===== src/rtl/piu_consts.vh =====
// constants of the prioritized interrupt unit
`ifndef PIU_CONSTS_VH
`define PIU_CONSTS_VH
// ----------------------------------------
// register indices, byte address is four times the index
// ----------------------------------------
`define PIU_IDX_PRI_A 18'h0ff20
`define PIU_IDX_PRI_B 18'h0ff21
`define PIU_IDX_TICK_EN 18'h0ff22
`define PIU_IDX_SER_EN 18'h0ff23
`define PIU_IDX_KEY_EN 18'h0ff24
`define PIU_IDX_TMR_EN 18'h0ff25
`define PIU_IDX_TICK_PEND 18'h0ff26
`define PIU_IDX_SER_PEND 18'h0ff27
`define PIU_IDX_KEY_PEND 18'h0ff28
`define PIU_IDX_TMR_PEND 18'h0ff29
`define PIU_IDX_KEY_EDGE 18'h0ff2a
`define PIU_IDX_CPU_MASK 18'h0ff2b
// ----------------------------------------
// reset values and writable bit masks
// ----------------------------------------
`define PIU_RST_BYTE 8'h00
`define PIU_WMASK_PRI_B 8'hfc
`define PIU_WMASK_TICK_EN 8'hff
`define PIU_WMASK_SER 8'h07
`define PIU_WMASK_TICK_PEND 8'h7f
`define PIU_WMASK_FULL 8'hff
// ----------------------------------------
// priority field positions (low bit of each 2-bit field)
// ----------------------------------------
`define PIU_POS_KEY_PRI 6
`define PIU_POS_SER_PRI 4
`define PIU_POS_SW_PRI 2
`define PIU_POS_CT_PRI 0
`define PIU_POS_T10_PRI 2
`define PIU_POS_T32_PRI 4
// ----------------------------------------
// vectors, low byte of the fixed 2-byte slot address
// ----------------------------------------
`define PIU_VEC_NMI 8'h04
`define PIU_VEC_BASE 8'h06
`define PIU_VEC_SKIP 8'h08
`define PIU_SRC_GAP 16
`define PIU_NUM_SRC 26
`define PIU_LVL_NMI 3'h4
`define PIU_MASK_NMI 2'h3
`define PIU_STK_DEPTH 3'h4
// ----------------------------------------
// bus answers
// ----------------------------------------
`define PIU_RESP_OKAY 2'h0
`define PIU_RESP_SLVERR 2'h2
`endif


===== src/rtl/piu_top.v =====
// prioritized interrupt unit with axi4-lite register slave
`default_nettype none
`include "piu_consts.vh"

module piu_top (
  // clock and reset
  input wire i_mclk,
  input wire i_nrst,
  // axi4-lite write address
  input wire i_awvalid,
  output reg o_awready_ff,
  input wire [19:0] i_awaddr,
  // axi4-lite write data
  input wire i_wvalid,
  output reg o_wready_ff,
  input wire [31:0] i_wdata,
  input wire [3:0] i_wstrb,
  // axi4-lite write response
  output reg o_bvalid_ff,
  input wire i_bready,
  output reg [1:0] o_bresp_ff,
  // axi4-lite read address
  input wire i_arvalid,
  output reg o_arready_ff,
  input wire [19:0] i_araddr,
  // axi4-lite read data
  output reg o_rvalid_ff,
  input wire i_rready,
  output reg [31:0] o_rdata_ff,
  output reg [1:0] o_rresp_ff,
  // interrupt sources
  input wire [7:0] i_key_pin,
  input wire [3:0] i_tmr_underflow,
  input wire [3:0] i_tmr_match,
  input wire i_ser_error,
  input wire i_ser_rx_done,
  input wire i_ser_tx_done,
  input wire [2:0] i_stopwatch_sig,
  input wire [3:0] i_clocktimer_sig,
  input wire i_wdt_nmi,
  // cpu side
  input wire i_opfetch_first,
  input wire i_return_from_exception,
  input wire i_max_mode,
  input wire i_mask_wr,
  input wire [1:0] i_mask_wdata,
  output reg o_exc_ff,
  output reg [7:0] o_vector_ff,
  output reg [2:0] o_level_ff,
  output reg o_push_bank_ff,
  output reg [1:0] o_cpu_mask_ff
);

  // ----------------------------------------
  // declarations
  // ----------------------------------------
  reg [7:0] pri_a_ff;
  reg [7:0] pri_b_ff;
  reg [7:0] tick_en_ff;
  reg [7:0] ser_en_ff;
  reg [7:0] key_en_ff;
  reg [7:0] tmr_en_ff;
  reg [7:0] tick_pend_ff;
  reg [7:0] ser_pend_ff;
  reg [7:0] key_pend_ff;
  reg [7:0] tmr_pend_ff;
  reg [7:0] key_edge_ff;
  reg [7:0] key_sync1_ff;
  reg [7:0] key_sync2_ff;
  reg [7:0] key_prev_ff;
  reg [2:0] sw_prev_ff;
  reg [3:0] ct_prev_ff;
  reg nmi_pend_ff;
  reg [17:0] aw_idx_ff;
  reg aw_hold_ff;
  reg [7:0] wdata_ff;
  reg wstrb0_ff;
  reg w_hold_ff;
  reg [1:0] mask_stk_ff [0:3];
  reg [2:0] stk_ptr_ff;
  wire wr_go;
  wire wr_hit;
  wire [7:0] key_edge;
  wire [7:0] tick_set;
  wire [7:0] ser_set;
  wire [7:0] tmr_set;
  wire [7:0] tick_clr;
  wire [7:0] ser_clr;
  wire [7:0] key_clr;
  wire [7:0] tmr_clr;
  wire [`PIU_NUM_SRC-1:0] req;
  wire [2*`PIU_NUM_SRC-1:0] lvl;
  reg [1:0] best_lvl;
  reg [7:0] best_vec;
  reg best_hit;
  reg [7:0] rd_mux;
  reg rd_hit;
  wire accept;
  wire take_nmi;
  integer i;
  integer j;

  // ----------------------------------------
  // axi4-lite write channel
  // ----------------------------------------
  // address and data are taken in either order, committed once both held
  assign wr_go = aw_hold_ff & w_hold_ff & ~o_bvalid_ff;

  always @(posedge i_mclk or negedge i_nrst) begin
    if (!i_nrst) begin
      o_awready_ff <= 1'b1;
      o_wready_ff <= 1'b1;
      o_bvalid_ff <= 1'b0;
      o_bresp_ff <= `PIU_RESP_OKAY;
      aw_idx_ff <= 18'h00000;
      aw_hold_ff <= 1'b0;
      wdata_ff <= `PIU_RST_BYTE;
      wstrb0_ff <= 1'b0;
      w_hold_ff <= 1'b0;
    end else begin
      if (i_awvalid && o_awready_ff) begin
        aw_idx_ff <= i_awaddr[19:2];
        aw_hold_ff <= 1'b1;
        o_awready_ff <= 1'b0;
      end
      if (i_wvalid && o_wready_ff) begin
        wdata_ff <= i_wdata[7:0];
        wstrb0_ff <= i_wstrb[0];
        w_hold_ff <= 1'b1;
        o_wready_ff <= 1'b0;
      end
      if (wr_go) begin
        o_bvalid_ff <= 1'b1;
        o_bresp_ff <= wr_hit ? `PIU_RESP_OKAY : `PIU_RESP_SLVERR;
        aw_hold_ff <= 1'b0; // both halves consumed by this write
        w_hold_ff <= 1'b0;
      end
      if (o_bvalid_ff && i_bready) begin
        o_bvalid_ff <= 1'b0;
        o_awready_ff <= 1'b1;
        o_wready_ff <= 1'b1;
      end
    end
  end

  // ----------------------------------------
  // address decode
  // ----------------------------------------
  // mapped indices answer okay, anything else slverr
  assign wr_hit = (aw_idx_ff >= `PIU_IDX_PRI_A) && (aw_idx_ff <= `PIU_IDX_CPU_MASK);

  // read data selection, data in low byte, upper bits zero
  always @* begin
    rd_hit = 1'b1;
    case (i_araddr[19:2])
      `PIU_IDX_PRI_A: rd_mux = pri_a_ff;
      `PIU_IDX_PRI_B: rd_mux = pri_b_ff;
      `PIU_IDX_TICK_EN: rd_mux = tick_en_ff;
      `PIU_IDX_SER_EN: rd_mux = ser_en_ff;
      `PIU_IDX_KEY_EN: rd_mux = key_en_ff;
      `PIU_IDX_TMR_EN: rd_mux = tmr_en_ff;
      `PIU_IDX_TICK_PEND: rd_mux = tick_pend_ff;
      `PIU_IDX_SER_PEND: rd_mux = ser_pend_ff;
      `PIU_IDX_KEY_PEND: rd_mux = key_pend_ff;
      `PIU_IDX_TMR_PEND: rd_mux = tmr_pend_ff;
      `PIU_IDX_KEY_EDGE: rd_mux = key_edge_ff;
      `PIU_IDX_CPU_MASK: rd_mux = {6'h00, o_cpu_mask_ff};
      default: begin
        rd_mux = `PIU_RST_BYTE;
        rd_hit = 1'b0;
      end
    endcase
  end

  // ----------------------------------------
  // axi4-lite read channel
  // ----------------------------------------
  // reads have no side effect, data registered at the address handshake
  always @(posedge i_mclk or negedge i_nrst) begin
    if (!i_nrst) begin
      o_arready_ff <= 1'b1;
      o_rvalid_ff <= 1'b0;
      o_rdata_ff <= 32'h00000000;
      o_rresp_ff <= `PIU_RESP_OKAY;
    end else begin
      if (i_arvalid && o_arready_ff) begin
        o_rdata_ff <= {24'h000000, rd_mux};
        o_rresp_ff <= rd_hit ? `PIU_RESP_OKAY : `PIU_RESP_SLVERR;
        o_rvalid_ff <= 1'b1;
        o_arready_ff <= 1'b0;
      end
      if (o_rvalid_ff && i_rready) begin
        o_rvalid_ff <= 1'b0;
        o_arready_ff <= 1'b1;
      end
    end
  end

  // ----------------------------------------
  // source edge detection
  // ----------------------------------------
  // key pins are asynchronous: two-stage sync, then edge compare
  always @(posedge i_mclk or negedge i_nrst) begin
    if (!i_nrst) begin
      key_sync1_ff <= `PIU_RST_BYTE;
      key_sync2_ff <= `PIU_RST_BYTE;
      key_prev_ff <= `PIU_RST_BYTE;
      sw_prev_ff <= 3'h0;
      ct_prev_ff <= 4'h0;
    end else begin
      key_sync1_ff <= i_key_pin;
      key_sync2_ff <= key_sync1_ff;
      key_prev_ff <= key_sync2_ff;
      sw_prev_ff <= i_stopwatch_sig;
      ct_prev_ff <= i_clocktimer_sig;
    end
  end

  // edge select 1 picks falling, 0 picks rising
  assign key_edge = (key_edge_ff & key_prev_ff & ~key_sync2_ff) |
                    (~key_edge_ff & ~key_prev_ff & key_sync2_ff);

  // stopwatch 100/10/1 hz on bits 6..4, clock timer 32/8/2/1 hz on 3..0
  assign tick_set = {1'b0, sw_prev_ff & ~i_stopwatch_sig,
                     ct_prev_ff & ~i_clocktimer_sig};

  // serial error, receive done, transmit done on bits 2..0
  assign ser_set = {5'h00, i_ser_error, i_ser_rx_done, i_ser_tx_done};

  // timer k underflow to bit 2k, compare match to bit 2k+1
  assign tmr_set = {i_tmr_match[3], i_tmr_underflow[3], i_tmr_match[2], i_tmr_underflow[2],
                    i_tmr_match[1], i_tmr_underflow[1], i_tmr_match[0], i_tmr_underflow[0]};

  // ----------------------------------------
  // write-one-to-clear strobes
  // ----------------------------------------
  assign tick_clr = (wr_go && wstrb0_ff && aw_idx_ff == `PIU_IDX_TICK_PEND) ?
                    (wdata_ff & `PIU_WMASK_TICK_PEND) : `PIU_RST_BYTE;
  assign ser_clr = (wr_go && wstrb0_ff && aw_idx_ff == `PIU_IDX_SER_PEND) ?
                   (wdata_ff & `PIU_WMASK_SER) : `PIU_RST_BYTE;
  assign key_clr = (wr_go && wstrb0_ff && aw_idx_ff == `PIU_IDX_KEY_PEND) ?
                   wdata_ff : `PIU_RST_BYTE;
  assign tmr_clr = (wr_go && wstrb0_ff && aw_idx_ff == `PIU_IDX_TMR_PEND) ?
                   wdata_ff : `PIU_RST_BYTE;

  // ----------------------------------------
  // pending flags
  // ----------------------------------------
  // sticky flags; a set in the clearing cycle survives
  always @(posedge i_mclk or negedge i_nrst) begin
    if (!i_nrst) begin
      tick_pend_ff <= `PIU_RST_BYTE;
      ser_pend_ff <= `PIU_RST_BYTE;
      key_pend_ff <= `PIU_RST_BYTE;
      tmr_pend_ff <= `PIU_RST_BYTE;
      nmi_pend_ff <= 1'b0;
    end else begin
      tick_pend_ff <= tick_set | (tick_pend_ff & ~tick_clr);
      ser_pend_ff <= ser_set | (ser_pend_ff & ~ser_clr);
      key_pend_ff <= key_edge | (key_pend_ff & ~key_clr);
      tmr_pend_ff <= tmr_set | (tmr_pend_ff & ~tmr_clr);
      nmi_pend_ff <= i_wdt_nmi | (nmi_pend_ff & ~take_nmi);
    end
  end

  // ----------------------------------------
  // enable, priority and edge-select registers
  // ----------------------------------------
  always @(posedge i_mclk or negedge i_nrst) begin
    if (!i_nrst) begin
      pri_a_ff <= `PIU_RST_BYTE;
      pri_b_ff <= `PIU_RST_BYTE;
      tick_en_ff <= `PIU_RST_BYTE;
      ser_en_ff <= `PIU_RST_BYTE;
      key_en_ff <= `PIU_RST_BYTE;
      tmr_en_ff <= `PIU_RST_BYTE;
      key_edge_ff <= `PIU_RST_BYTE;
    end else if (wr_go && wstrb0_ff) begin
      case (aw_idx_ff)
        `PIU_IDX_PRI_A: pri_a_ff <= wdata_ff;
        `PIU_IDX_PRI_B: pri_b_ff <= wdata_ff & `PIU_WMASK_PRI_B;
        `PIU_IDX_TICK_EN: tick_en_ff <= wdata_ff & `PIU_WMASK_TICK_EN;
        `PIU_IDX_SER_EN: ser_en_ff <= wdata_ff & `PIU_WMASK_SER;
        `PIU_IDX_KEY_EN: key_en_ff <= wdata_ff & `PIU_WMASK_FULL;
        `PIU_IDX_TMR_EN: tmr_en_ff <= wdata_ff & `PIU_WMASK_FULL;
        `PIU_IDX_KEY_EDGE: key_edge_ff <= wdata_ff;
        default: key_edge_ff <= key_edge_ff;
      endcase
    end
  end

  // ----------------------------------------
  // per-source request and level, in vector order
  // ----------------------------------------
  // index 0 is key 7, 8..15 timer bits, 16..18 serial, 19..25 ticks
  genvar g;
  generate
    for (g = 0; g < `PIU_NUM_SRC; g = g + 1) begin : g_src
      if (g < 8) begin : g_key
        assign req[g] = key_pend_ff[7-g] & key_en_ff[7-g];
        assign lvl[2*g+1:2*g] = pri_a_ff[`PIU_POS_KEY_PRI+1:`PIU_POS_KEY_PRI];
      end else if (g < 12) begin : g_t10
        assign req[g] = tmr_pend_ff[g-8] & tmr_en_ff[g-8];
        assign lvl[2*g+1:2*g] = pri_b_ff[`PIU_POS_T10_PRI+1:`PIU_POS_T10_PRI];
      end else if (g < 16) begin : g_t32
        assign req[g] = tmr_pend_ff[g-8] & tmr_en_ff[g-8];
        assign lvl[2*g+1:2*g] = pri_b_ff[`PIU_POS_T32_PRI+1:`PIU_POS_T32_PRI];
      end else if (g < 19) begin : g_ser
        assign req[g] = ser_pend_ff[18-g] & ser_en_ff[18-g];
        assign lvl[2*g+1:2*g] = pri_a_ff[`PIU_POS_SER_PRI+1:`PIU_POS_SER_PRI];
      end else if (g < 22) begin : g_sw
        assign req[g] = tick_pend_ff[25-g] & tick_en_ff[25-g];
        assign lvl[2*g+1:2*g] = pri_a_ff[`PIU_POS_SW_PRI+1:`PIU_POS_SW_PRI];
      end else begin : g_ct
        assign req[g] = tick_pend_ff[25-g] & tick_en_ff[25-g];
        assign lvl[2*g+1:2*g] = pri_a_ff[`PIU_POS_CT_PRI+1:`PIU_POS_CT_PRI];
      end
    end
  endgenerate

  // ----------------------------------------
  // arbitration
  // ----------------------------------------
  // scan low priority first so the earliest slot wins a tie
  always @* begin
    best_lvl = 2'h0;
    best_vec = `PIU_VEC_BASE;
    best_hit = 1'b0;
    for (i = `PIU_NUM_SRC - 1; i >= 0; i = i - 1) begin
      if (req[i] && lvl[2*i+:2] != 2'h0 && lvl[2*i+:2] >= best_lvl) begin
        best_lvl = lvl[2*i+:2];
        best_hit = 1'b1;
        // reserved slot after the timers is skipped
        if (i < `PIU_SRC_GAP) begin
          best_vec = `PIU_VEC_BASE + {i[6:0], 1'b0};
        end else begin
          best_vec = `PIU_VEC_SKIP + {i[6:0], 1'b0};
        end
      end
    end
  end

  // watchdog outranks the mask; maskable needs level above the mask
  assign take_nmi = i_opfetch_first & nmi_pend_ff;
  assign accept = take_nmi |
                  (i_opfetch_first & best_hit & (best_lvl > o_cpu_mask_ff));

  // ----------------------------------------
  // acceptance, mask load and restore
  // ----------------------------------------
  // maskable flags stay set on acceptance and the handler must clear them; the watchdog flag clears on acceptance
  always @(posedge i_mclk or negedge i_nrst) begin
    if (!i_nrst) begin
      o_exc_ff <= 1'b0;
      o_vector_ff <= `PIU_RST_BYTE;
      o_level_ff <= 3'h0;
      o_push_bank_ff <= 1'b0;
      o_cpu_mask_ff <= 2'h0;
      stk_ptr_ff <= 3'h0;
      for (j = 0; j < 4; j = j + 1) begin
        mask_stk_ff[j] <= 2'h0;
      end
    end else begin
      o_exc_ff <= accept;
      if (accept) begin
        o_vector_ff <= take_nmi ? `PIU_VEC_NMI : best_vec;
        o_level_ff <= take_nmi ? `PIU_LVL_NMI : {1'b0, best_lvl};
        o_push_bank_ff <= i_max_mode;
        o_cpu_mask_ff <= take_nmi ? `PIU_MASK_NMI : best_lvl;
        if (stk_ptr_ff < `PIU_STK_DEPTH) begin
          mask_stk_ff[stk_ptr_ff[1:0]] <= o_cpu_mask_ff;
          stk_ptr_ff <= stk_ptr_ff + 3'h1;
        end
      end else if (i_return_from_exception) begin
        if (stk_ptr_ff != 3'h0) begin
          o_cpu_mask_ff <= mask_stk_ff[stk_ptr_ff[1:0] - 2'h1];
          stk_ptr_ff <= stk_ptr_ff - 3'h1;
        end
      end else if (i_mask_wr) begin
        o_cpu_mask_ff <= i_mask_wdata;
      end
    end
  end

endmodule // piu_top
`default_nettype wire


===== config.mk =====
export PLATFORM = sky130hd
export DESIGN_NAME = piu_top
export DESIGN_NICKNAME = d
export VERILOG_FILES = /design/src/rtl/piu_top.v
export VERILOG_INCLUDE_DIRS = /design/src /design/src/rtl
export SDC_FILE = /design/constraint.sdc
export NUM_CORES = 1
export LEC_CHECK = 0
export BUFFER_PORTS_ARGS = -buffer_cell sky130_fd_sc_hd__buf_2
export CAP_MARGIN = 20
export CELL_PAD_IN_SITES_DETAIL_PLACEMENT = 0
export CELL_PAD_IN_SITES_GLOBAL_PLACEMENT = 1
export CORE_ASPECT_RATIO = 2
export CORE_MARGIN = 2
export CORE_UTILIZATION = 40
export DETAILED_ROUTE_END_ITERATION = 16
export PLACE_DENSITY = 0.85
export SKIP_LAST_GASP = 1
export SLEW_MARGIN = 20
export SYNTH_ARGS = -nofsm -noshare
export SYNTH_HDL_FRONTEND = slang
export SYNTH_SLANG_ARGS = --single-unit

===== constraint.sdc =====
create_clock -name i_mclk -period 29.7 [get_ports i_mclk]
set_input_delay 5.94 -clock i_mclk [delete_from_list [all_inputs] [get_ports i_mclk]]
set_output_delay 5.94 -clock i_mclk [all_outputs]
set_load 0.005 [all_outputs]

==> impl_results.md <==
- Run status: finished clean
- CTS Root Cell: clkbuf_16
- Placed cell count: 1,512
- Initial core utilization: 40.5%
- Routed WL: 30.8 mm
- Sequential fraction of the synthesis area: 43.1%
- CTS Buf Count: 17
- CTS sink cnt: 174
- Leakage Power: 0.00598 uW
- Synth cell types: 90
- Number of antenna violations at the first check in global routing: 1
- Util after Layout: 52.8%
- Wire per inst: 19.3 um
- Slew @ Worst Pin: 0.998 ns
- Synth-to-Final Area Change: 30.4%
- Die height: 229 um
- Row cnt: 82
- Max Clock Freq: 33.9 MHz
- DP HPWL: 23.1 mm
- Layout Nets: 1,394
- Largest family of logic cells by synthesized area: compound AO/OA/AOI/OAI gates
- CP Launch Type: register
- Critical Path Slowest Stage Cell: or4_1
- Slew Limit Fails: 0
- H-tree levels: 4
- CP max stage delay: 0.53 ns
- DRT antenna net count: 0
- Adder-Cell Fraction of Synth Area: 4.09%
- DRC Markers: 0
- CP Data Arrival Time: 29.79 ns
- Setup_tns: 0 ns
- Setup ws final: 0.220 ns
- Worst-Skew Late Latency: 0.46 ns
- I/O pin cnt: 172
- Global-route wire length before repair: 46.6 mm
- Ys flop type: dfrtp_1
- Avg Inst Size Synth: 9.91 um2
- Clock skew: 0.0139 ns
- Post-synth EDFFs: 0
- Complex-gate fraction of the synthesized area: 19.8%
- Synth Area in XOR/XNOR: 0.0867%
- CP required: 30.01 ns
- CP max FO: 5
- Final setup fails: 0
- Worst setup EP type: register
- Vias in the first global route: 8,805
- Final worst path period need: 29.48 ns
- Async SR Flop Fraction: 100%
- Pre-CTS WS: -0.805 ns
- Largest net degree at the start of global routing: 91
- Global route overflow: 0
- Power per standard cell area: 49.4 nW/um2
- Max Cap Violations: 0
- Die footprint: 26,600 um2
- Slew HR: 33.4%
- RSZ-0062 raised after global routing: yes
- Port Buffers: 111
- TritonCTS clock tree: built
- Die Width: 116 um
- Routed vias: 8,894
- Synthesized flop and latch total: 174
- Final worst path period share: 99.3%
- Ys Warns: 0
- Final hold viol count: 0
- Vias/cell: 5.58
- Initial DRC Count: 560
- Worst path most repeated cell: nand2b_4
- Clk slew on worst S/H paths: 0.07 ns
- All-Layer GR Usage: 23.1%
- Cts hold-fix bufs: 0
- Synth Instances: 1,019
- RD Place Congestion: 0.908
- Kind of critical path: register to register
- Synthesized area: 10,100 um2
- Core area: 24,900 um2
- Final std cells w/o fill: 1,595
- Peak VDD IR: 67.9 uV
- Min-Delay Path Class: register to register
- Mux cell area share after synthesis: 11.4%
- DR pass1 iterations: 5
- Clk buf depth: 2
- Layout cells sized above 1: 40.2%
- Worst R2R Setup Slack: 0.22 ns
- Simple-gate share of the synthesized area: 16.1%
==> logic make-up (layout without fill, tap and decap cells) <==
logic type	after synthesis	count (layout)
AOI/OAI and AO/OA	271	271
DFF	174	174
muxes	100	100
xor gates and xnor gates	1	1
and+or+nand+nor	333	333
adders and majority gates	33	33
buffers and inverters	106	317
other	1	30
==> critical path: cells and delay by family (launching register included) <==
kind	cells	cell delay (ns)
buffers and inverters	9	0.70
xor gates and xnor gates	1	0.05
DFF	1	0.42
AOI/OAI and AO/OA	65	10.89
and+or+nand+nor	57	7.53
muxes	10	2.73
adders and majority gates	26	6.96
==> path summary, 6_finish.rpt <==
path / start / depth (start not counted) / endpoint
hold / removal: key_sync1_ff[5] / 0 / key_sync2_ff[5]
setup / recovery: tick_en_ff[1] / 168 / stk_ptr_ff[1]
setup reg to reg: tick_en_ff[1] / 168 / stk_ptr_ff[1]
hold reg to reg: key_sync1_ff[5] / 0 / key_sync2_ff[5]
max in group asynchronous: i_nrst / 2 / key_sync1_ff[5]
min in group asynchronous: i_nrst / 1 / stk_ptr_ff[1]
==> stage by stage <==
stage / hold WS (ns) / total power, uW / cell area (um2)
after CTS: 0.350 / 646 / 12300
after floorplan: 0.331 / 374 / 10300
after detailed placement: 0.335 / 417 / 11500
final: 0.348 / 651 / 13200
after global placement: 0.332 / 413 / 11500
after global routing: 0.354 / 682 / 13200
==> Yosys cell counts, drive strengths merged, types with 15 or more instances <==
master / n / area, um2
dfrtp: 171 / 4280
nand3: 32 / 160
ha: 33 / 413
o21ai: 43 / 215
nor2: 62 / 235
nor3: 15 / 80.1
nand2: 135 / 517
o211ai: 19 / 143
inv: 44 / 165
mux2: 90 / 1020
a31oi: 22 / 159
buf: 36 / 274
a21o: 26 / 195
nand2b: 21 / 131
clkbuf: 26 / 97.6
a21oi: 37 / 193
a22oi: 23 / 186
==> power breakdown <==
group / switching, uW / internal [uW] / leakage (uW) / total, uW
clock network: 108 / 120 / 0.000288 / 228
registers: 49.4 / 271 / 0.00209 / 320
logic: 46.7 / 56.0 / 0.00360 / 103
total: 204 / 446 / 0.00598 / 651
==> placed cells by master, fill, tap and decap left out, types with 7 or more instances in the layout <==
| cell type | n |
|---|---|
| dfrtp_1 | 171 |
| nand2_1 | 124 |
| buf_4 | 120 |
| buf_2 | 111 |
| mux2_2 | 81 |
| nor2_1 | 53 |
| inv_1 | 37 |
| conb_1 | 29 |
| a21o_1 | 26 |
| nand3_1 | 24 |
| o21ai_0 | 23 |
| a22oi_1 | 22 |
| a31oi_1 | 20 |
| a21oi_1 | 20 |
| o211ai_1 | 19 |
| ha_1 | 19 |
| clkbuf_16 | 17 |
| nand2b_4 | 15 |
| nand4_1 | 13 |
| a21oi_2 | 13 |
| o21ai_1 | 13 |
| ha_4 | 13 |
| nor3_1 | 12 |
| and2_1 | 9 |
| mux2_4 | 9 |
| buf_6 | 9 |
| nand3_2 | 8 |
| a222oi_1 | 8 |
| nor2_2 | 7 |
==> per-layer routing <==
layer,GRT usage (%),wire length [um],share of wire [%]
met5,0,0,0
met4,15.1,2170,7.0
met3,4.11,1220,3.9
met2,42.2,16900,55
met1,23.1,10600,34
==> registers in the layout, summed over array words and instances, names as in the netlist, 4 cells and up <==
signal / flops
aw_idx_ff: 18
ct_prev_ff: 4
key_edge_ff: 8
key_en_ff: 8
key_pend_ff: 8
key_prev_ff: 8
key_sync1_ff: 8
key_sync2_ff: 8
mask_stk_ff: 8
o_rdata_ff: 8
o_vector_ff: 5
pri_a_ff: 8
pri_b_ff: 6
tick_en_ff: 8
tick_pend_ff: 7
tmr_en_ff: 8
tmr_pend_ff: 8
wdata_ff: 8
==> what timing repair did <==
action	in CTS	in global routing
buffers inserted	16	34
endpoints found under the hold margin	0	0
gates cloned	0	0
endpoints found under the setup margin	23	23
gates resized for setup	16	137
pin swaps	11	98
==> layout make-up <==
type | count | area (um2)
Fill cell | 2239 | 11800
Sequential cell | 174 | 4360
Clock inverter | 15 | 171
Tap cell | 336 | 420
Multi-Input combinational cell | 767 | 6040
Antenna cell | 1 | 2.50
Timing Repair Buffer | 241 | 1580
Clock buffer | 17 | 425
Inverter | 44 | 173
Note: power is estimated with default switching activity, not from simulation.
